$ cat config.mk
export PLATFORM = sky130hd
export DESIGN_NAME = simm_dram_controller
export DESIGN_NICKNAME = d
export VERILOG_FILES = /design/src/hw/dram_ctl_pkg.sv /design/src/hw/dram_refresh_timer.sv /design/src/hw/dram_row_decode.sv /design/src/hw/simm_dram_controller.sv
export SDC_FILE = /design/constraint.sdc
export NUM_CORES = 1
export LEC_CHECK = 0
export BUFFER_PORTS_ARGS = -buffer_cell sky130_fd_sc_hd__buf_2
export CORE_ASPECT_RATIO = 1.5
export CORE_MARGIN = 5
export CORE_UTILIZATION = 51
export DETAILED_ROUTE_END_ITERATION = 10
export PLACE_DENSITY = 0.76
export RECOVER_POWER = 25
export SYNTH_ARGS = -nofsm -noshare
export SYNTH_HDL_FRONTEND = slang
export SYNTH_SLANG_ARGS = --single-unit
export TNS_END_PERCENT = 20
$ cat constraint.sdc
create_clock -name I_CLK_SYS -period 21 [get_ports I_CLK_SYS]
set_input_delay 2.1 -clock I_CLK_SYS [delete_from_list [all_inputs] [get_ports I_CLK_SYS]]
set_output_delay 2.1 -clock I_CLK_SYS [all_outputs]
set_load 0.01 [all_outputs]
$ cat src/hw/dram_ctl_pkg.sv
// Shared constants and types of the DRAM array controller.
`default_nettype none
package dram_ctl_pkg;
	localparam int CLK_NS = 25;
	localparam int REFRESH_NS = 15600;
	localparam int REFRESH_CYC = REFRESH_NS / CLK_NS;
	localparam int GRADE50_NS = 50;
	localparam int GRADE60_NS = 60;
	localparam int GRADE70_NS = 70;
	localparam int RP_NS = 40;
	localparam int CBR_RAS_NS = 100;
	localparam logic [3:0] RCD50_CYC = 4'((GRADE50_NS + CLK_NS - 1) / CLK_NS);
	localparam logic [3:0] RCD60_CYC = 4'((GRADE60_NS + CLK_NS - 1) / CLK_NS);
	localparam logic [3:0] RCD70_CYC = 4'((GRADE70_NS + CLK_NS - 1) / CLK_NS);
	localparam logic [3:0] RP_CYC = 4'((RP_NS + CLK_NS - 1) / CLK_NS);
	localparam logic [3:0] CBR_RAS_CYC = 4'((CBR_RAS_NS + CLK_NS - 1) / CLK_NS);
	localparam logic [3:0] CBR_SETUP_CYC = 4'h1;
	localparam logic [3:0] CAS_EDO_CYC = 4'h1;
	localparam logic [3:0] CAS_FPM_CYC = 4'h2;
	localparam logic [3:0] SYNC_CYC = 4'h3;
	// Register byte offsets.
	localparam logic [7:0] OFS_ROW_BOUND0 = 8'h00;
	localparam logic [7:0] OFS_ROW_TYPE = 8'h20;
	localparam logic [7:0] OFS_CONTROL = 8'h24;
	localparam logic [7:0] OFS_TIMING = 8'h28;
	localparam logic [7:0] OFS_EXT_CTRL = 8'h2c;
	localparam logic [7:0] OFS_ATTR0 = 8'h30;
	localparam logic [7:0] OFS_ATTR_END = 8'h4c;
	localparam logic [7:0] OFS_SYSTEM_MGMT_RAM = 8'h4c;
	localparam logic [7:0] OFS_STATUS = 8'h50;
	// Field positions and codes.
	localparam int ATTR_RE_BIT = 0;
	localparam int ATTR_WE_BIT = 1;
	localparam int ATTR_CA_BIT = 2;
	localparam int EDO_EN_BIT = 2;
	localparam int RP_EXTRA_BIT = 2;
	localparam int CAS_SLOW_BIT = 3;
	localparam logic [1:0] HOLE_LOW = 2'h1;
	localparam logic [1:0] HOLE_HIGH = 2'h2;
	// Reset values.
	localparam logic [7:0] ROW_BOUND_RST = 8'h00;
	localparam logic [15:0] ROW_TYPE_RST = 16'h0000;
	localparam logic [2:0] CONTROL_RST = 3'h0;
	localparam logic [3:0] TIMING_RST = 4'h2;
	localparam logic [1:0] EXT_CTRL_RST = 2'h0;
	localparam logic [3:0] ATTR_RST = 4'h0;
	// Address windows.
	localparam logic [31:0] HOLE_LO_START = 32'h0008_0000;
	localparam logic [31:0] VIDEO_START = 32'h000a_0000;
	localparam logic [31:0] ATTR_START = 32'h000c_0000;
	localparam logic [31:0] HIGH_START = 32'h0010_0000;
	localparam logic [31:0] HOLE_HI_START = 32'h00f0_0000;
	localparam logic [31:0] HOLE_HI_END = 32'h0100_0000;

	typedef enum logic [1:0] {SM_ENABLED, SM_OPENED, SM_CLOSED, SM_LOCKED} system_mgmt_ram_type;
	typedef enum {S_IDLE, S_FWD, S_RAS, S_CAS, S_CAPTURE, S_PRECHARGE,
		S_CBR_SETUP, S_CBR_HOLD, S_CBR_PRECH} fsm_state_type;
	typedef struct packed {
		logic [31:0] addr;
		logic write;
		logic [7:0] byte_en;
		logic smm;
	} mem_req_type;
	typedef struct packed {
		logic to_dram;
		logic [2:0] row;
		logic cacheable;
	} route_type;
endpackage : dram_ctl_pkg
`default_nettype wire

$ cat src/hw/dram_refresh_timer.sv
// Interval timer that requests CAS-before-RAS refresh cycles.
`default_nettype none
module dram_refresh_timer
	import dram_ctl_pkg::*;
(
	input wire logic i_clk,
	input wire logic i_rst,
	input wire logic i_ack,
	output logic o_pending
);
	logic [9:0] cnt_q;
	logic tick;
	assign tick = (cnt_q == 10'(REFRESH_CYC - 1));
	// Free-running interval counter.
	always_ff @(posedge i_clk or posedge i_rst) begin
		if (i_rst) begin
			cnt_q <= 10'h000;
		end else begin
			cnt_q <= tick ? 10'h000 : cnt_q + 10'h001;
		end
	end
	// A tick in the acknowledge cycle wins, so no interval is lost.
	always_ff @(posedge i_clk or posedge i_rst) begin
		if (i_rst) begin
			o_pending <= 1'b0;
		end else if (tick) begin
			o_pending <= 1'b1;
		end else if (i_ack) begin
			o_pending <= 1'b0;
		end
	end
endmodule : dram_refresh_timer
`default_nettype wire

$ cat src/hw/dram_row_decode.sv
// Row boundary comparator that picks the row holding an address.
`default_nettype none
module dram_row_decode
	import dram_ctl_pkg::*;
(
	input wire logic [31:0] i_addr,
	input wire logic [7:0][7:0] i_bounds,
	output logic o_hit,
	output logic [2:0] o_row
);
	logic [7:0] unit;
	logic [7:0] hit;
	// Address in 4 MB units; anything at or above 512 MB never matches.
	assign unit = (i_addr[31:29] != 3'h0) ? 8'hff : {1'b0, i_addr[28:22]};
	// Row i owns the units from the previous top up to its own top.
	for (genvar i = 0; i < 8; i++) begin : g_row
		if (i == 0) begin : g_first
			assign hit[i] = unit < i_bounds[0];
		end else begin : g_rest
			// Equal tops give an empty range, so any fill order works.
			assign hit[i] = (unit < i_bounds[i]) && (unit >= i_bounds[i-1]);
		end
	end
	// At most one row can match with monotonic tops.
	always_comb begin
		o_row = 3'h0;
		for (int i = 7; i >= 0; i--) begin
			if (hit[i]) begin
				o_row = 3'(i);
			end
		end
	end
	assign o_hit = |hit;
endmodule : dram_row_decode
`default_nettype wire

$ cat src/hw/simm_dram_controller.sv
// DRAM array controller: address routing, DRAM cycle sequencer and APB registers.
`default_nettype none
module simm_dram_controller
	import dram_ctl_pkg::*;
#(
	parameter int DATA_W = 72
) (
	input wire logic I_CLK_SYS,
	input wire logic I_RST,
	input wire logic I_PSEL,
	input wire logic I_PENABLE,
	input wire logic I_PWRITE,
	input wire logic [7:0] I_PADDR,
	input wire logic [31:0] I_PWDATA,
	output logic [31:0] O_PRDATA,
	output logic O_PREADY,
	output logic O_PSLVERR,
	input wire logic I_REQ_VALID,
	input wire mem_req_type I_REQ,
	input wire logic [DATA_W-1:0] I_REQ_WDATA,
	output logic O_REQ_READY,
	output logic O_RSP_VALID,
	output logic O_RSP_PCI,
	output logic O_RSP_CACHEABLE,
	output logic [DATA_W-1:0] O_RSP_RDATA,
	output logic [11:0] O_DRAM_MUX_ADDR,
	output logic [7:0] O_ROW_STROBE_N,
	output logic [7:0] O_COLUMN_STROBE_N,
	output logic O_MEMORY_WRITE_ENABLE_N,
	input wire logic [DATA_W-1:0] I_MEM_DATA,
	output logic [DATA_W-1:0] O_MEM_DATA,
	output logic O_MEM_DATA_OE,
	output logic [1:0] O_ADDR_DRIVE_STRENGTH
);
	logic [7:0][7:0] row_boundary_q;
	logic [15:0] row_type_q;
	logic [2:0] control_q;
	logic [3:0] timing_q;
	logic [1:0] ext_ctrl_q;
	logic [6:0][3:0] attribute_map_q;
	system_mgmt_ram_type system_mgmt_ram_q;
	logic [31:0] rd_data;
	logic rd_ok;
	logic [2:0] attr_idx;
	logic apb_wr;

	fsm_state_type state_q, state_d;
	logic [3:0] cnt_q, dur_d;
	mem_req_type req_q, cur_req;
	route_type route, route_q;
	logic [2:0] cur_row, hit_row;
	logic [DATA_W-1:0] wdata_q, rdata_q;
	logic [DATA_W-1:0] sync1_q, sync2_q, sync3_q;
	logic accept, row_hit, ref_pending, ref_ack, edo_row;
	logic in_hole, is_video, is_attr, attr_ok, system_mgmt_ram_ok;
	logic [2:0] region;
	logic [3:0] attr;
	logic [3:0] rcd_cyc, cas_cyc, rp_cyc;
	logic [11:0] row_addr, col_addr;
	logic rsp_valid_q;

	// APB answers in the access phase with no wait states.
	assign O_PREADY = 1'b1;
	assign O_PSLVERR = I_PSEL & I_PENABLE & ~rd_ok;
	assign apb_wr = I_PSEL & I_PENABLE & I_PWRITE & rd_ok;
	assign attr_idx = 3'((I_PADDR - OFS_ATTR0) >> 2);

	// Register read mux; misaligned or unmapped addresses are refused.
	always_comb begin
		rd_ok = 1'b1;
		rd_data = 32'h0000_0000;
		if (I_PADDR[1:0] != 2'h0) begin
			rd_ok = 1'b0;
		end else if (I_PADDR < OFS_ROW_TYPE) begin
			rd_data = {24'h0, row_boundary_q[I_PADDR[4:2]]};
		end else if (I_PADDR == OFS_ROW_TYPE) begin
			rd_data = {16'h0, row_type_q};
		end else if (I_PADDR == OFS_CONTROL) begin
			rd_data = {29'h0, control_q};
		end else if (I_PADDR == OFS_TIMING) begin
			rd_data = {28'h0, timing_q};
		end else if (I_PADDR == OFS_EXT_CTRL) begin
			rd_data = {30'h0, ext_ctrl_q};
		end else if (I_PADDR >= OFS_ATTR0 && I_PADDR < OFS_ATTR_END) begin
			rd_data = {28'h0, attribute_map_q[attr_idx]};
		end else if (I_PADDR == OFS_SYSTEM_MGMT_RAM) begin
			rd_data = {30'h0, system_mgmt_ram_q};
		end else if (I_PADDR == OFS_STATUS) begin
			rd_data = {27'h0, route_q.row, ref_pending, state_q != S_IDLE};
		end else begin
			rd_ok = 1'b0;
		end
	end

	// Read data is latched in the setup phase and held through access.
	always_ff @(posedge I_CLK_SYS or posedge I_RST) begin
		if (I_RST) begin
			O_PRDATA <= 32'h0000_0000;
		end else if (I_PSEL && !I_PENABLE) begin
			O_PRDATA <= rd_data;
		end
	end

	// Configuration registers; a locked management RAM state sticks until reset.
	always_ff @(posedge I_CLK_SYS or posedge I_RST) begin
		if (I_RST) begin
			row_boundary_q <= {8{ROW_BOUND_RST}};
			row_type_q <= ROW_TYPE_RST;
			control_q <= CONTROL_RST;
			timing_q <= TIMING_RST;
			ext_ctrl_q <= EXT_CTRL_RST;
			attribute_map_q <= {7{ATTR_RST}};
			system_mgmt_ram_q <= SM_ENABLED;
		end else if (apb_wr) begin
			if (I_PADDR < OFS_ROW_TYPE) begin
				row_boundary_q[I_PADDR[4:2]] <= I_PWDATA[7:0];
			end else if (I_PADDR == OFS_ROW_TYPE) begin
				row_type_q <= I_PWDATA[15:0];
			end else if (I_PADDR == OFS_CONTROL) begin
				control_q <= I_PWDATA[2:0];
			end else if (I_PADDR == OFS_TIMING) begin
				timing_q <= I_PWDATA[3:0];
			end else if (I_PADDR == OFS_EXT_CTRL) begin
				ext_ctrl_q <= I_PWDATA[1:0];
			end else if (I_PADDR >= OFS_ATTR0 && I_PADDR < OFS_ATTR_END) begin
				attribute_map_q[attr_idx] <= I_PWDATA[3:0];
			end else if (I_PADDR == OFS_SYSTEM_MGMT_RAM && system_mgmt_ram_q != SM_LOCKED) begin
				system_mgmt_ram_q <= system_mgmt_ram_type'(I_PWDATA[1:0]);
			end
		end
	end

	// The address buffers take their strength straight from the register.
	assign O_ADDR_DRIVE_STRENGTH = ext_ctrl_q;

	dram_row_decode u_row_decode (
		.i_addr(I_REQ.addr),
		.i_bounds(row_boundary_q),
		.o_hit(row_hit),
		.o_row(hit_row)
	);

	dram_refresh_timer u_refresh (
		.i_clk(I_CLK_SYS),
		.i_rst(I_RST),
		.i_ack(ref_ack),
		.o_pending(ref_pending)
	);

	// Address windows below 1 MB and the optional hole.
	always_comb begin
		is_video = I_REQ.addr >= VIDEO_START && I_REQ.addr < ATTR_START;
		is_attr = I_REQ.addr >= ATTR_START && I_REQ.addr < HIGH_START;
		case (control_q[1:0])
			HOLE_LOW: in_hole = I_REQ.addr >= HOLE_LO_START && I_REQ.addr < VIDEO_START;
			HOLE_HIGH: in_hole = I_REQ.addr >= HOLE_HI_START && I_REQ.addr < HOLE_HI_END;
			default: in_hole = 1'b0;
		endcase
	end

	// F0000 to FFFFF is region 0; C0000 to EFFFF is six 32 KB regions.
	assign region = (I_REQ.addr[19:16] == 4'hf) ? 3'h0 : 3'h1 + I_REQ.addr[17:15];
	assign attr = attribute_map_q[region];
	assign attr_ok = I_REQ.write ? attr[ATTR_WE_BIT] : attr[ATTR_RE_BIT];
	// Management RAM shares the video window with the frame buffer.
	assign system_mgmt_ram_ok = (system_mgmt_ram_q == SM_OPENED) || (system_mgmt_ram_q == SM_ENABLED && I_REQ.smm);

	// Anything not claimed here goes to PCI, and the lost DRAM is not remapped.
	always_comb begin
		route.to_dram = row_hit && !in_hole;
		route.cacheable = 1'b1;
		route.row = hit_row;
		if (is_video) begin
			route.to_dram = route.to_dram && system_mgmt_ram_ok;
			route.cacheable = 1'b0;
		end else if (is_attr) begin
			route.to_dram = route.to_dram && attr_ok;
			route.cacheable = attr[ATTR_CA_BIT];
		end
		route.cacheable = route.cacheable && route.to_dram;
	end

	// Refresh has priority over a new request.
	assign O_REQ_READY = (state_q == S_IDLE) && !ref_pending;
	assign accept = I_REQ_VALID && O_REQ_READY;
	assign ref_ack = (state_q == S_IDLE) && ref_pending;
	assign cur_req = (state_q == S_IDLE) ? I_REQ : req_q;
	assign cur_row = (state_q == S_IDLE) ? route.row : route_q.row;
	assign edo_row = control_q[EDO_EN_BIT] && row_type_q[cur_row];

	// Cycle counts; timing is array-wide so it must suit the slowest part.
	always_comb begin
		case (timing_q[1:0])
			2'h0: rcd_cyc = RCD50_CYC;
			2'h1: rcd_cyc = RCD60_CYC;
			default: rcd_cyc = RCD70_CYC;
		endcase
		cas_cyc = (edo_row ? CAS_EDO_CYC : CAS_FPM_CYC) + {3'h0, timing_q[CAS_SLOW_BIT]};
		rp_cyc = RP_CYC + {3'h0, timing_q[RP_EXTRA_BIT]};
	end

	// Sequencer next state and the length of the state entered.
	always_comb begin
		state_d = state_q;
		dur_d = 4'h1;
		case (state_q)
			S_IDLE: begin
				if (ref_pending) begin
					state_d = S_CBR_SETUP;
					dur_d = CBR_SETUP_CYC;
				end else if (accept) begin
					state_d = route.to_dram ? S_RAS : S_FWD;
					dur_d = rcd_cyc;
				end
			end
			S_FWD: state_d = S_IDLE;
			S_RAS: begin
				if (cnt_q == 4'h0) begin
					state_d = S_CAS;
					dur_d = cas_cyc;
				end
			end
			S_CAS: begin
				if (cnt_q == 4'h0) begin
					state_d = req_q.write ? S_PRECHARGE : S_CAPTURE;
					dur_d = req_q.write ? rp_cyc : SYNC_CYC;
				end
			end
			S_CAPTURE: begin
				if (cnt_q == 4'h0 && sync2_q == sync3_q) begin
					state_d = S_PRECHARGE;
					dur_d = rp_cyc;
				end
			end
			S_PRECHARGE: if (cnt_q == 4'h0) state_d = S_IDLE;
			S_CBR_SETUP: begin
				if (cnt_q == 4'h0) begin
					state_d = S_CBR_HOLD;
					dur_d = CBR_RAS_CYC;
				end
			end
			S_CBR_HOLD: begin
				if (cnt_q == 4'h0) begin
					state_d = S_CBR_PRECH;
					dur_d = rp_cyc;
				end
			end
			S_CBR_PRECH: if (cnt_q == 4'h0) state_d = S_IDLE;
			default: state_d = S_IDLE;
		endcase
	end

	// State register and dwell counter, reloaded on every state change.
	always_ff @(posedge I_CLK_SYS or posedge I_RST) begin
		if (I_RST) begin
			state_q <= S_IDLE;
			cnt_q <= 4'h0;
		end else begin
			state_q <= state_d;
			if (state_d != state_q) begin
				cnt_q <= dur_d - 4'h1;
			end else if (cnt_q != 4'h0) begin
				cnt_q <= cnt_q - 4'h1;
			end
		end
	end

	// The accepted request and its routing are held for the whole cycle.
	always_ff @(posedge I_CLK_SYS or posedge I_RST) begin
		if (I_RST) begin
			req_q <= '0;
			route_q <= '0;
			wdata_q <= '0;
		end else if (accept) begin
			req_q <= I_REQ;
			route_q <= route;
			wdata_q <= I_REQ_WDATA;
		end
	end

	// Fixed low row and column bits; the upper two row bits follow the row option.
	assign row_addr = row_type_q[8 + cur_row] ? {cur_req.addr[25:24], cur_req.addr[21:12]}
		: {cur_req.addr[24:23], cur_req.addr[21:12]};
	assign col_addr = {cur_req.addr[26], cur_req.addr[24], cur_req.addr[22],
		cur_req.addr[11:3]};

	// DRAM pins follow the next state so they change with it, glitch free.
	always_ff @(posedge I_CLK_SYS or posedge I_RST) begin
		if (I_RST) begin
			O_DRAM_MUX_ADDR <= 12'h000;
			O_ROW_STROBE_N <= 8'hff;
			O_COLUMN_STROBE_N <= 8'hff;
			O_MEMORY_WRITE_ENABLE_N <= 1'b1;
			O_MEM_DATA_OE <= 1'b0;
			O_MEM_DATA <= '0;
		end else begin
			O_ROW_STROBE_N <= 8'hff;
			O_COLUMN_STROBE_N <= 8'hff;
			O_MEMORY_WRITE_ENABLE_N <= 1'b1;
			O_MEM_DATA_OE <= 1'b0;
			O_MEM_DATA <= wdata_q;
			case (state_d)
				S_RAS: begin
					O_ROW_STROBE_N <= ~(8'h01 << cur_row);
					O_DRAM_MUX_ADDR <= row_addr;
					O_MEM_DATA_OE <= cur_req.write;
				end
				S_CAS: begin
					O_ROW_STROBE_N <= ~(8'h01 << cur_row);
					O_DRAM_MUX_ADDR <= col_addr;
					O_COLUMN_STROBE_N <= cur_req.write ? ~cur_req.byte_en : 8'h00;
					O_MEMORY_WRITE_ENABLE_N <= ~cur_req.write;
					O_MEM_DATA_OE <= cur_req.write;
				end
				S_CAPTURE: begin
					O_ROW_STROBE_N <= ~(8'h01 << cur_row);
					// EDO keeps data valid after the column strobe rises.
					O_COLUMN_STROBE_N <= edo_row ? 8'hff : 8'h00;
				end
				S_CBR_SETUP: O_COLUMN_STROBE_N <= 8'h00;
				S_CBR_HOLD: begin
					O_COLUMN_STROBE_N <= 8'h00;
					O_ROW_STROBE_N <= 8'h00;
				end
				default: O_ROW_STROBE_N <= 8'hff;
			endcase
		end
	end

	// Memory data come from pins, so they cross three flops before use.
	always_ff @(posedge I_CLK_SYS or posedge I_RST) begin
		if (I_RST) begin
			sync1_q <= '0;
			sync2_q <= '0;
			sync3_q <= '0;
		end else begin
			sync1_q <= I_MEM_DATA;
			sync2_q <= sync1_q;
			sync3_q <= sync2_q;
		end
	end

	// Read data are taken once the last two sync stages agree.
	always_ff @(posedge I_CLK_SYS or posedge I_RST) begin
		if (I_RST) begin
			rdata_q <= '0;
		end else if (state_q == S_CAPTURE && state_d == S_PRECHARGE) begin
			rdata_q <= sync3_q;
		end
	end

	// One response pulse per request, for forwarded and DRAM cycles alike.
	always_ff @(posedge I_CLK_SYS or posedge I_RST) begin
		if (I_RST) begin
			rsp_valid_q <= 1'b0;
		end else begin
			rsp_valid_q <= (state_q == S_FWD) ||
				(state_q != S_PRECHARGE && state_q != S_IDLE && state_d == S_PRECHARGE);
		end
	end
	assign O_RSP_VALID = rsp_valid_q;
	assign O_RSP_PCI = rsp_valid_q && !route_q.to_dram;
	assign O_RSP_CACHEABLE = rsp_valid_q && route_q.cacheable;
	assign O_RSP_RDATA = rdata_q;
endmodule : simm_dram_controller
`default_nettype wire
# Yosys cells after proc, flatten, opt, wreduce, memory -nomap -nowiden
# Cells that the tools add are included.
word_totals:
  ff_bits: 703
  inputBits: 232
  out_inout_bits: 214
  word_cells: 278
classes:
  bitwise_logic: 14
  eq_ne: 30
  shift: 1
  n_addsub: 8
  mux: 87
  n_lt_le_gt_ge: 33
  n_reduce_logical: 61
op_table:
  columns: ["cell", "count"]
  rows:
  - ["$mux 32", 9]
  - ["$eq 32x3->1 const B", 7]
  - ["$pmux 32 s7", 1]
  - ["$eq 32x2->1 const B", 5]
  - ["$eq 32x4->1 const B", 3]
  - ["$ge 32x20->1 const B", 3]
  - ["$eq 72x72->1", 1]
  - ["$bwmux 64", 1]
  - ["$logic_not 32->1", 2]
  - ["$lt 32x20->1 const B", 2]
  - ["$lt 8x8->1", 8]
  - ["$ge 8x8->1", 7]
  - ["$mux 3", 17]
  - ["$mux 8", 5]
  - ["$mux 37", 1]
  - ["$eq 8x6->1 const B", 4]
  - ["$ge 32x24->1 const B", 1]
  - ["$lt 32x21->1 const B", 1]
  - ["$lt 32x25->1 const B", 1]
  - ["$mux 16", 2]
  - ["$ne 32x32->1", 1]
  - ["$ne 32x4->1 const B", 1]
  - ["$reduce_bool 32->1", 1]
  - ["$logic_and 1x1->1", 31]
  - ["other kinds (59)", 119]

# Logic depth before layout (Yosys ltp)
# Gate-level depths: netlist (run 1).
logic_depth:
  ltp_word: 22
  depth_mapped: 27

# Cells and area by module
# A second synthesis (run 1) with hierarchy kept.
hier_totals:
  cells_unflattened: 2150
  area_unflattened_um2: 27067.2
modules_own_cells:
  columns: ["mod", "cells_each", "n_inst", "area_per_inst_um2", "seq_area_each_um2"]
  rows:
  - ["simm_dram_controller", 1883, 1, 24936.4, 16838.6]
  - ["dram_row_decode", 220, 1, 1611.5, 0.0]
  - ["dram_refresh_timer", 47, 1, 519.2, 275.3]

# Least setup slack after synthesis (run 1)
# No wires, ideal clock.
synth_timing:
  path_kind: "input to register"
  from: "in I_REQ[40] in the netlist's numbering"
  to: "reg cnt_q[3]"
  path_stages: 26
  required_time_ns: 20.918
  arrival_ns: 7.305
  path_slack_ns: 13.613
  setup_time_ns: 0.082
  path_buffers: 0
  cell_sequence: "nor3_2 inv_1 nor2_1 ha_1 nand4b_1 a31oi_1 a2111oi_2 a211oi_1 a2111o_1 a31oi_1 mux2_2 a21oi_1 o21ai_1 nand4_1 inv_1 ha_1 nor2_1 o21ai_0 o21ai_0 o21ai_0 nand2_1 o32a_1 a211oi_1 nand2_1 or3_1 a31oi_1"
synth_via:
  elab_chain_len: 22
synth_lines:
  columns: ["element", "line", "source"]
  rows:
  - ["from (decl)", "simm_dram_controller.sv:19", "input wire mem_req_type I_REQ,"]
  - ["$reduce_bool 3->1", "dram_row_decode.sv:14", "assign unit = (i_addr[31:29] != 3'h0) ? 8'hff : {1'b0, i_addr[28:22]};"]
  - ["$mux 8", "dram_row_decode.sv:14", null]
  - ["$lt 8x8->1 or $ge 8x8->1 (tied branches)", "dram_row_decode.sv:21", "assign hit[i] = (unit < i_bounds[i]) && (unit >= i_bounds[i-1]);"]
  - ["$logic_and 1x1->1", "dram_row_decode.sv:21", null]
  - ["$mux 3 (8 in series)", "dram_row_decode.sv:28", "if (hit[i]) begin"]
  - ["$mux 3", "simm_dram_controller.sv:188", "assign cur_row = (state_q == S_IDLE) ? route.row : route_q.row;"]
  - ["$bmux 1 s3", "simm_dram_controller.sv:189", "assign edo_row = control_q[EDO_EN_BIT] && row_type_q[cur_row];"]
  - ["$mux 1 (not written as such)", "simm_dram_controller.sv:189", null]
  - ["$logic_and 1x1->1", "simm_dram_controller.sv:189", null]
  - ["$mux 2", "simm_dram_controller.sv:198", "cas_cyc = (edo_row ? CAS_EDO_CYC : CAS_FPM_CYC) + {3'h0, timing_q[CAS_SLOW_BIT]};"]
  - ["$add 2x1->3", "simm_dram_controller.sv:198", null]
  - ["$mux 3", "simm_dram_controller.sv:218", "if (cnt_q == 4'h0) begin"]
  - ["$pmux 4 s6", "simm_dram_controller.sv:206", "case (state_q)"]
  - ["$sub 4x1->4", "simm_dram_controller.sv:261", "cnt_q <= dur_d - 4'h1;"]
  - ["$mux 4", "simm_dram_controller.sv:260", "if (state_d != state_q) begin"]
  - ["to (signal assigned)", "simm_dram_controller.sv:261", null]
  - ["to (signal assigned)", "simm_dram_controller.sv:263", "cnt_q <= cnt_q - 4'h1;"]
  - ["to (decl)", "simm_dram_controller.sv:48", "logic [3:0] cnt_q, dur_d;"]
# Parallel ways exist; a longest one is shown, timed or not. The select of a mux whose other input is x is not followed.
# A chain may end at the register's enable or synchronous reset.

==> results of run 1 <==
metal layers:
| metal | vias up | wire, um | part of all wire [%] |
|---|---|---|---|
| met5 | - | 0 | 0 |
| met1 | 8721 | 25100 | 38 |
| met3 | 157 | 2990 | 4.5 |
| met2 | 499 | 35200 | 53 |
| met4 | 0 | 3290 | 4.9 |
| li1 | 7779 | - | - |
Yosys cell counts, drive strengths merged (6+ instances only):
cell type  count  share of area [%]
a21o           6               0.17
a21oi         47               0.88
a22o          13               0.43
a31o           9               0.30
a31oi          9               0.21
and2           6               0.14
and3          10               0.23
buf           29               0.66
clkbuf        64               0.91
dfrtp        665                 62
dfstp         18                1.8
ha            71                3.3
inv           83                1.2
mux2         249                 11
mux2i         31                1.2
mux4          21                1.8
nand2        174                2.4
nand2b        17               0.40
nand3         18               0.34
nand4         32               0.75
nor2          53               0.75
nor2b         17               0.40
nor3          22               0.43
nor4          20               0.47
o211ai         9               0.25
o21a           7               0.20
o21ai        128                2.4
or3            6               0.14
xnor2         50                1.6
xor2          25               0.82
critical path, cell delays in order:
cell and delay [ns]:
sky130_fd_sc_hd__clkbuf_1 0.08, sky130_fd_sc_hd__clkinvlp_2 1.05, sky130_fd_sc_hd__clkbuf_1 6.31
power by group:
| group | leakage, uW | switching, uW | internal (uW) |
|---|---|---|---|
| Clock | 0.00102 | 492 | 674 |
| Sequential | 0.00875 | 15.6 | 1340 |
| Combinational | 0.00601 | 80.6 | 44.9 |
logic make-up after synthesis:
kind of cell | count (synthesis) | share of synthesized area, %
multiplexers | 301 | 13.5
flip-flops | 683 | 64.2
buffers and inverters | 176 | 2.74
AND/OR/NAND/NOR | 393 | 7.12
adder cells (fa/ha/maj) | 71 | 3.33
XOR/XNOR | 75 | 2.46
other | 2 | 0.0282
AO/OA/AOI/OAI | 284 | 6.68
worst min-delay path by stage:
stage                start           to  slack [ns]  cells past startpoint
2_1_floorplan   sync1_q[0]   sync2_q[0]        0.33                      0
3_3_place_gp   sync1_q[63]  sync2_q[63]        0.33                      0
3_5_place_dp   sync1_q[53]  sync2_q[53]        0.33                      0
4_1_cts        sync1_q[70]  sync2_q[70]        0.34                      0
5_1_grt        sync1_q[53]  sync2_q[53]        0.35                      0
6_report       sync1_q[28]  sync2_q[28]        0.34                      0
flip-flops by register name, indices dropped and copies added (netlist names), 2 cells and up:
signal                 flops
O_ADDR_DRIVE_STRENGTH      2
timing_q                   4
sync2_q                   72
route_q                    5
row_type_q                16
O_DRAM_MUX_ADDR           12
O_ROW_STROBE_N             8
attribute_map_q           28
control_q                  3
sync1_q                   72
system_mgmt_ram_q          2
O_MEM_DATA                72
state_q                   32
O_COLUMN_STROBE_N          8
cnt_q                      4
O_RSP_RDATA               72
u_refresh.cnt_q           10
req_q                     33
sync3_q                   72
row_boundary_q            64
wdata_q                   72
O_PRDATA                  16
through the flow:
step / hold WS (ns) / total power, uW
floorplan: 0.331 / 1460
global placement: 0.333 / 1500
detailed placement: 0.335 / 1510
CTS: 0.343 / 2680
global route: 0.354 / 2750
finish: 0.336 / 2650
cell usage in the layout (no fill, tap or decap), drive strengths merged, types with 13 or more instances in the layout:
master    n
xor2     25
buf     418
mux4     21
clkbuf   98
dfrtp   665
xnor2    50
mux2    249
nand3    18
nand2   174
inv      83
nor2     53
conb     45
nand2b   17
nor3     22
nor4     20
a22o     13
nor2b    17
clkinv   14
mux2i    31
a21oi    47
nand4    32
o21ai   128
ha       71
dfstp    18
cell type report:
class	instances	area (um2)
Multi-Input combinational cell	1169	9000
Clock inverter	29	394
Timing Repair Buffer	429	2170
Inverter	83	313
Fill cell	4006	20100
Tap cell	676	846
Antenna cell	4	10.0
Sequential cell	683	17100
Clock buffer	87	1730
==> results.txt, run 1 <==
----------------------------------------------------
[Global route]
  Largest net degree at the start of global routing ... 181
  Number of global-route vias before repair ... 18200
  All-layer global routing usage ... 23.0%
  Final global-route overflow total ... 0
  Met2 track demand over resource ... 41.0%
  Most utilized layer in the global route result ... met2
  First-pass GRT wire length ... 104000 um
  Met3 routing resource usage after global routing ... 3.32%
  Routing usage on met1 ... 27.6%
  Antenna violations before repair ... 4

[Cells and area]
  Final #Nets ... 2730
  Final Core Density ... 61.1%
  Non-filler instance count after layout ... 3160
  Share of layout cells above drive strength 1 ... 32.9%
  Finished Cell Area ... 0.0316 mm2
  Relative area change from synthesis to final layout ... 18.4%

[Floorplanning]
  Die height ... 290 um
  Floorplan die width ... 197 um
  Initial cell density of the core ... 51.6%
  Die Outline Area ... 0.0570 mm2
  Core Region ... 0.0517 mm2
  Number of rows created at floorplan ... 102
  Ports placed on the boundary ... 446

[Drt]
  Routed length per instance ... 21.1 um
  Average via count per standard cell ... 5.43
  Iteration count of the initial detailed-routing pass ... 5
  Total Routed Length ... 66600 um
  Count of unresolved DRC violations after routing ... 0
  Overall via count from detail_route ... 17200
  Antenna Violating Nets Remaining ... 0
  First DRT Iteration DRCs ... 968

[Timing]
  Final period utilization ... 54.0%
  Worst path setup slack after routing ... 9.66 ns
  Count of final setup violators ... 0
  Final total negative setup slack ... 0 ns
  Highest attainable clock frequency ... 88.2 MHz
  Max-slew headroom at the worst pin ... -502%
  Tightest Pin Transition ... 9.04 ns
  Clk_skew ... 0.0178 ns
  Number of hold-slack violations in the final timing report ... 0
  Setup repair after global routing missed its margin ... no
  Minimum clock period ... 11.34 ns
  Number of max-slew violations in the final report ... 302

[Min path]
  Kind of path behind the tightest hold check ... register to register

[Yosys]
  Post-synth cell types ... 77
  Most used flip-flop cell after synthesis ... sky130_fd_sc_hd__dfrtp_1
  Number of synthesized flops with an enable pin ... 0
  Sequential cell area fraction in the yosys report ... 64.2%
  Synth Warn # ... 0
  Post-synthesis cell area ... 0.0267 mm2
  Proportion of synthesized flip-flops having asynchronous set or reset ... 100%
  Post-synthesis cell count ... 1985
  Number of storage elements in the synthesis netlist ... 683
  Average instance area after synthesis ... 13.4 um2

[Worst setup path]
  Worst r2r dst ... cnt_q[3]
  Category of the most critical setup path ... input pin to asynchronous set/reset pin
  Worst reg-to-reg path cell count ... 24
  Startpoint types ... input pin
  Nature of the critical path endpoint ... asynchronous set/reset pin
  Reg-to-reg slack, setup ... 14.71 ns
  Beginning of the worst register-to-register path ... row_boundary_q[35]
  Critical Path Start ... I_RST
  Largest fanout of any net on the critical path ... 180
  Arr. time, crit path ... 9.81 ns
  Data required time at the worst endpoint ... 19.46 ns
  Crit path to ... O_MEM_DATA[7]

[Outcome]
  Result of the run ... finished with violations
  Failing checks ... capacitance limit, slew limit

[Flow run]
  Max-Cap Viols ... 4

[Clocking]
  Number of levels in the clock H-tree ... 2
  Quantity of gates resized following cts ... 0
  Clock latency reported for the late side of the worst-skew pair ... 0.62 ns
  TritonCTS clock tree ... built
  Clock-pin slew on the worst setup and hold paths ... 0.06 ns
  Hold buffer count at cts ... 0
  Post-CTS setup-driven buffer insertion count ... 0
  CTS buffer count ... 61
  Deepest clock path buffer count ... 3
  Count of clock tree sinks ... 683
  CTS Root Cell ... sky130_fd_sc_hd__clkbuf_16

[Placed design]
  Placer Congestion ... 0.946
  Area after DPL ... 0.0295 mm2
  Placed cell count ... 3040
  Pre-CTS setup slack ... 11.77 ns
  Buffers on Ports ... 409
  DPL Wire Length ... 48100 um

[Power]
  Worst supply voltage drop on vdd ... 0.0750 mV
  Static Leak ... 0.0158 uW
  Power Density ... 83.9 mW/mm2

----------------------------------------------------
(Power assumes the default switching activity.)
==> run 2: changes to the inputs <==
--- a/config.mk
+++ b/config.mk
@@ -5,6 +5,7 @@
 export SDC_FILE = /design/constraint.sdc
 export NUM_CORES = 1
 export LEC_CHECK = 0
+export ABC_AREA = 1
 export BUFFER_PORTS_ARGS = -buffer_cell sky130_fd_sc_hd__buf_2
 export CORE_ASPECT_RATIO = 1.5
 export CORE_MARGIN = 5
==> constraint.sdc (replaced) <==
create_clock -name I_CLK_SYS -period 9.85 [get_ports I_CLK_SYS]
set_input_delay 0.985 -clock I_CLK_SYS [delete_from_list [all_inputs] [get_ports I_CLK_SYS]]
set_output_delay 0.985 -clock I_CLK_SYS [all_outputs]
set_load 0.01 [all_outputs]
==> results.txt, run 2 <==
----------------------------------------------------
[Outcome]
  Result of the run ... finished with violations
  Failing checks ... capacitance limit, slew limit

[Worst setup path]
  Data required time at the worst endpoint ... 10.41 ns (-9.05 ns)
  Worst r2r dst ... cnt_q[3]
  Category of the most critical setup path ... input pin to register
  Critical Path Start ... I_REQ[40]
  Crit path to ... cnt_q[3]
  Largest fanout of any net on the critical path ... 12 (-93%)
  Startpoint types ... input pin
  Nature of the critical path endpoint ... register
  Critical Path Slowest Stage Cell ... sky130_fd_sc_hd__or2_2
  Most used cell along the critical path ... sky130_fd_sc_hd__nand2_1
  CP max stage delay ... 0.58 ns (-5.73 ns)
  Worst reg-to-reg path cell count ... 29 (+21%)
  Reg-to-reg slack, setup ... 5.12 ns (-9.59 ns)
  Beginning of the worst register-to-register path ... state_q[8]
  Arr. time, crit path ... 6.40 ns (-3.41 ns)

[Yosys]
  Top area cells in the synthesized netlist ... sky130_fd_sc_hd__dfrtp_1 62%, sky130_fd_sc_hd__nand2_1 11%, sky130_fd_sc_hd__o21ai_0 4.3%, sky130_fd_sc_hd__ha_1 3.3%, sky130_fd_sc_hd__inv_1 3.2%
  Number of synthesized flops with an enable pin ... 0 (unchanged)
  Post-synth cell types ... 57 (-26%)
  Synth Warn # ... 0 (unchanged)
  Sequential cell area fraction in the yosys report ... 63.5% (-0.70 points)
  Average instance area after synthesis ... 10.0 um2 (-25%)
  Post-synthesis cell area ... 0.0270 mm2 (+1.1%)
  Most used standard cells in the synthesized netlist ... 800 x sky130_fd_sc_hd__nand2_1, 665 x sky130_fd_sc_hd__dfrtp_1, 234 x sky130_fd_sc_hd__o21ai_0
  Most repeated cell in the gate-level netlist after synthesis ... sky130_fd_sc_hd__nand2_1
  Number of storage elements in the synthesis netlist ... 683 (unchanged)
  Synth top area share ... 61.7% (-0.68 points)
  Library cell occupying the most area in the post-synthesis netlist ... sky130_fd_sc_hd__dfrtp_1
  Proportion of synthesized flip-flops having asynchronous set or reset ... 100% (unchanged)
  Post-synthesis cell count ... 2689 (+35%)
  Most used flip-flop cell after synthesis ... sky130_fd_sc_hd__dfrtp_1

[Global route]
  Met3 routing resource usage after global routing ... 4.74% (+1.4 points)
  Antenna violations before repair ... 11 (+7)
  All-layer global routing usage ... 25.2% (+2.2 points)
  Final global-route overflow total ... 0 (unchanged)
  Most utilized layer in the global route result ... met2
  Number of global-route vias before repair ... 20900 (+15%)
  First-pass GRT wire length ... 115000 um (+11%)
  Met2 track demand over resource ... 43.6% (+2.6 points)
  Routing usage on met1 ... 30.8% (+3.3 points)
  Largest net degree at the start of global routing ... 186 (+2.8%)

[Placed design]
  Area after DPL ... 0.0297 mm2 (+0.77%)
  DPL Wire Length ... 52800 um (+9.6%)
  Buffers on Ports ... 409 (unchanged)
  Pre-CTS setup slack ... 3.45 ns (-8.32 ns)
  Placer Congestion ... 0.932 (-1.5%)

[Timing]
  Number of hold-slack violations in the final timing report ... 0 (unchanged)
  Clk_skew ... 0.0187 ns (+0.000920 ns)
  Number of max-slew violations in the final report ... 228 (-25%)
  Max-slew headroom at the worst pin ... -205% (+300 points)
  Tightest Pin Transition ... 4.57 ns (-4.47 ns)
  Setup repair after global routing missed its margin ... no
  Count of final setup violators ... 0 (unchanged)
  Worst path setup slack after routing ... 4.01 ns (-5.65 ns)
  Highest attainable clock frequency ... 171 MHz
  Final period utilization ... 59.3%
  Minimum hold slack ... 0.345 ns (+0.00973 ns)
  Minimum clock period ... 5.84 ns

[Cells and area]
  Relative area change from synthesis to final layout ... 18.1%
  Most common cell after layout, fill and taps aside ... sky130_fd_sc_hd__nand2_1
  Share of layout cells above drive strength 1 ... 18.4% (-14 points)
  Commonest cells after routing, fill and taps aside ... 800 x sky130_fd_sc_hd__nand2_1, 665 x sky130_fd_sc_hd__dfrtp_1, 405 x sky130_fd_sc_hd__buf_2
  Finished Cell Area ... 0.0318 mm2 (+0.79%)
  Final #Nets ... 3422 (+25%)

[Clocking]
  Count of clock tree sinks ... 683 (unchanged)
  Clock-pin slew on the worst setup and hold paths ... 0.07 ns (about the same)
  Hold buffer count at cts ... 0 (unchanged)
  CTS Root Cell ... sky130_fd_sc_hd__clkbuf_16
  Clock latency reported for the late side of the worst-skew pair ... 0.63 ns (about the same)
  Post-CTS setup-driven buffer insertion count ... 0 (unchanged)
  CTS buffer count ... 61 (unchanged)
  Quantity of gates resized following cts ... 0 (unchanged)
  TritonCTS clock tree ... built
  Deepest clock path buffer count ... 3 (unchanged)
  Number of levels in the clock H-tree ... 2 (unchanged)

[Min path]
  Kind of path behind the tightest hold check ... register to register
  Cell count of the worst hold path ... 0 (unchanged)

[Floorplanning]
  Core Region ... 0.0525 mm2 (+1.5%)
  Ports placed on the boundary ... 446 (unchanged)
  Initial cell density of the core ... 51.4% (-0.19 points)
  Die height ... 292 um (+0.53%)
  Die Outline Area ... 0.0576 mm2 (+1.1%)
  Number of rows created at floorplan ... 103 (+0.98%)
  Floorplan die width ... 198 um (+0.52%)

[Drt]
  Routed length per instance ... 19.1 um (-9.5%)
  Count of unresolved DRC violations after routing ... 0 (unchanged)
  Iteration count of the initial detailed-routing pass ... 6 (+1)
  Overall via count from detail_route ... 20300 (+19%)
  Antenna Violating Nets Remaining ... 0 (unchanged)
  Average via count per standard cell ... 5.27 (-2.9%)
  First DRT Iteration DRCs ... 1233 (+27%)
  Total Routed Length ... 73500 um (+10%)

[Power]
  Worst supply voltage drop on vdd ... 0.164 mV (+120%)
  Static Leak ... 0.0162 uW (+2.3%)
  Overall power ... 5620 uW (+110%)
  Power Density ... 176 mW/mm2 (+110%)

[Flow run]
  Max-Cap Viols ... 2 (-2)

----------------------------------------------------
-- run 2: cell types whose count changed after synthesis, sizes merged, moves of 17 or more --
| cell | delta |
|---|---|
| nand2 | +629 |
| mux2 | -249 |
| inv | +160 |
| o21ai | +116 |
| nor2 | +79 |
| mux2i | -31 |
| nand3 | +28 |
| o22ai | +28 |
| o211ai | +25 |
| mux4 | -21 |
| or2 | +18 |
| nand2b | -17 |
| nor2b | -17 |
-- run 2: area by class of cell --
cell class                 count  area (um2)
sequential                   683       17100
clock buffer                  80        1710
inverter                     245         921
fill                        4323       20600
antenna                        8        20.0
timing repair buffer         424        2170
multi-input combinational   1704        8630
clock inverter                30         412
tap                          682         853
-- run 2: worst max-delay path, delay by kind of cell --
family | cells | cell delay (ns)
adder cells (fa/ha/maj) | 2 | 0.62
AND/OR/NAND/NOR | 26 | 4.00
AO/OA/AOI/OAI | 4 | 0.54
buffers and inverters | 4 | 0.25
-- run 2: routing by layer --
| metal | up-vias | share of wire [%] |
|---|---|---|
| met1 | 9916 | 38 |
| met3 | 189 | 6.5 |
| met2 | 712 | 51 |
| li1 | 9509 | - |
| met5 | - | 0.065 |
| met4 | 8 | 4.6 |
-- run 2: metrics by stage --
stage / utilization, % / cells / TNS (ns)
final: 60.7 / 3856 / 0
after global routing: 60.7 / 3853 / 0
after CTS: 60.7 / 3848 / 0
after detailed placement: 56.6 / 3738 / 0
after global placement: 56.6 / 3738 / 0
after floorplan: - / 2732 / -308.89
-- run 2: power breakdown --
| part | total [uW] | switching [uW] | internal (uW) |
|---|---|---|---|
| clock | 2480 | 1070 | 1410 |
| combinational | 243 | 165 | 77.6 |
| sequential | 2890 | 29.4 | 2860 |
-- run 2: cell families after synthesis --
family | Yosys count | synth area share, %
xor gates and xnor gates | 62 | 2.01
adders and majority gates | 71 | 3.30
other | 2 | 0.0279
and+or+nand+nor | 1086 | 16.6
DFF | 683 | 63.5
AOI/OAI and AO/OA | 440 | 9.45
buffers and inverters | 345 | 5.11
-- run 2: how the worst min path moves through the flow --
stage                      startpoint           to
after global routing      sync1_q[35]  sync2_q[35]
after global placement    sync1_q[60]  sync2_q[60]
final                     sync1_q[52]  sync2_q[52]
after CTS                 sync1_q[52]  sync2_q[52]
after floorplan            sync1_q[0]   sync2_q[0]
after detailed placement  sync1_q[23]  sync2_q[23]
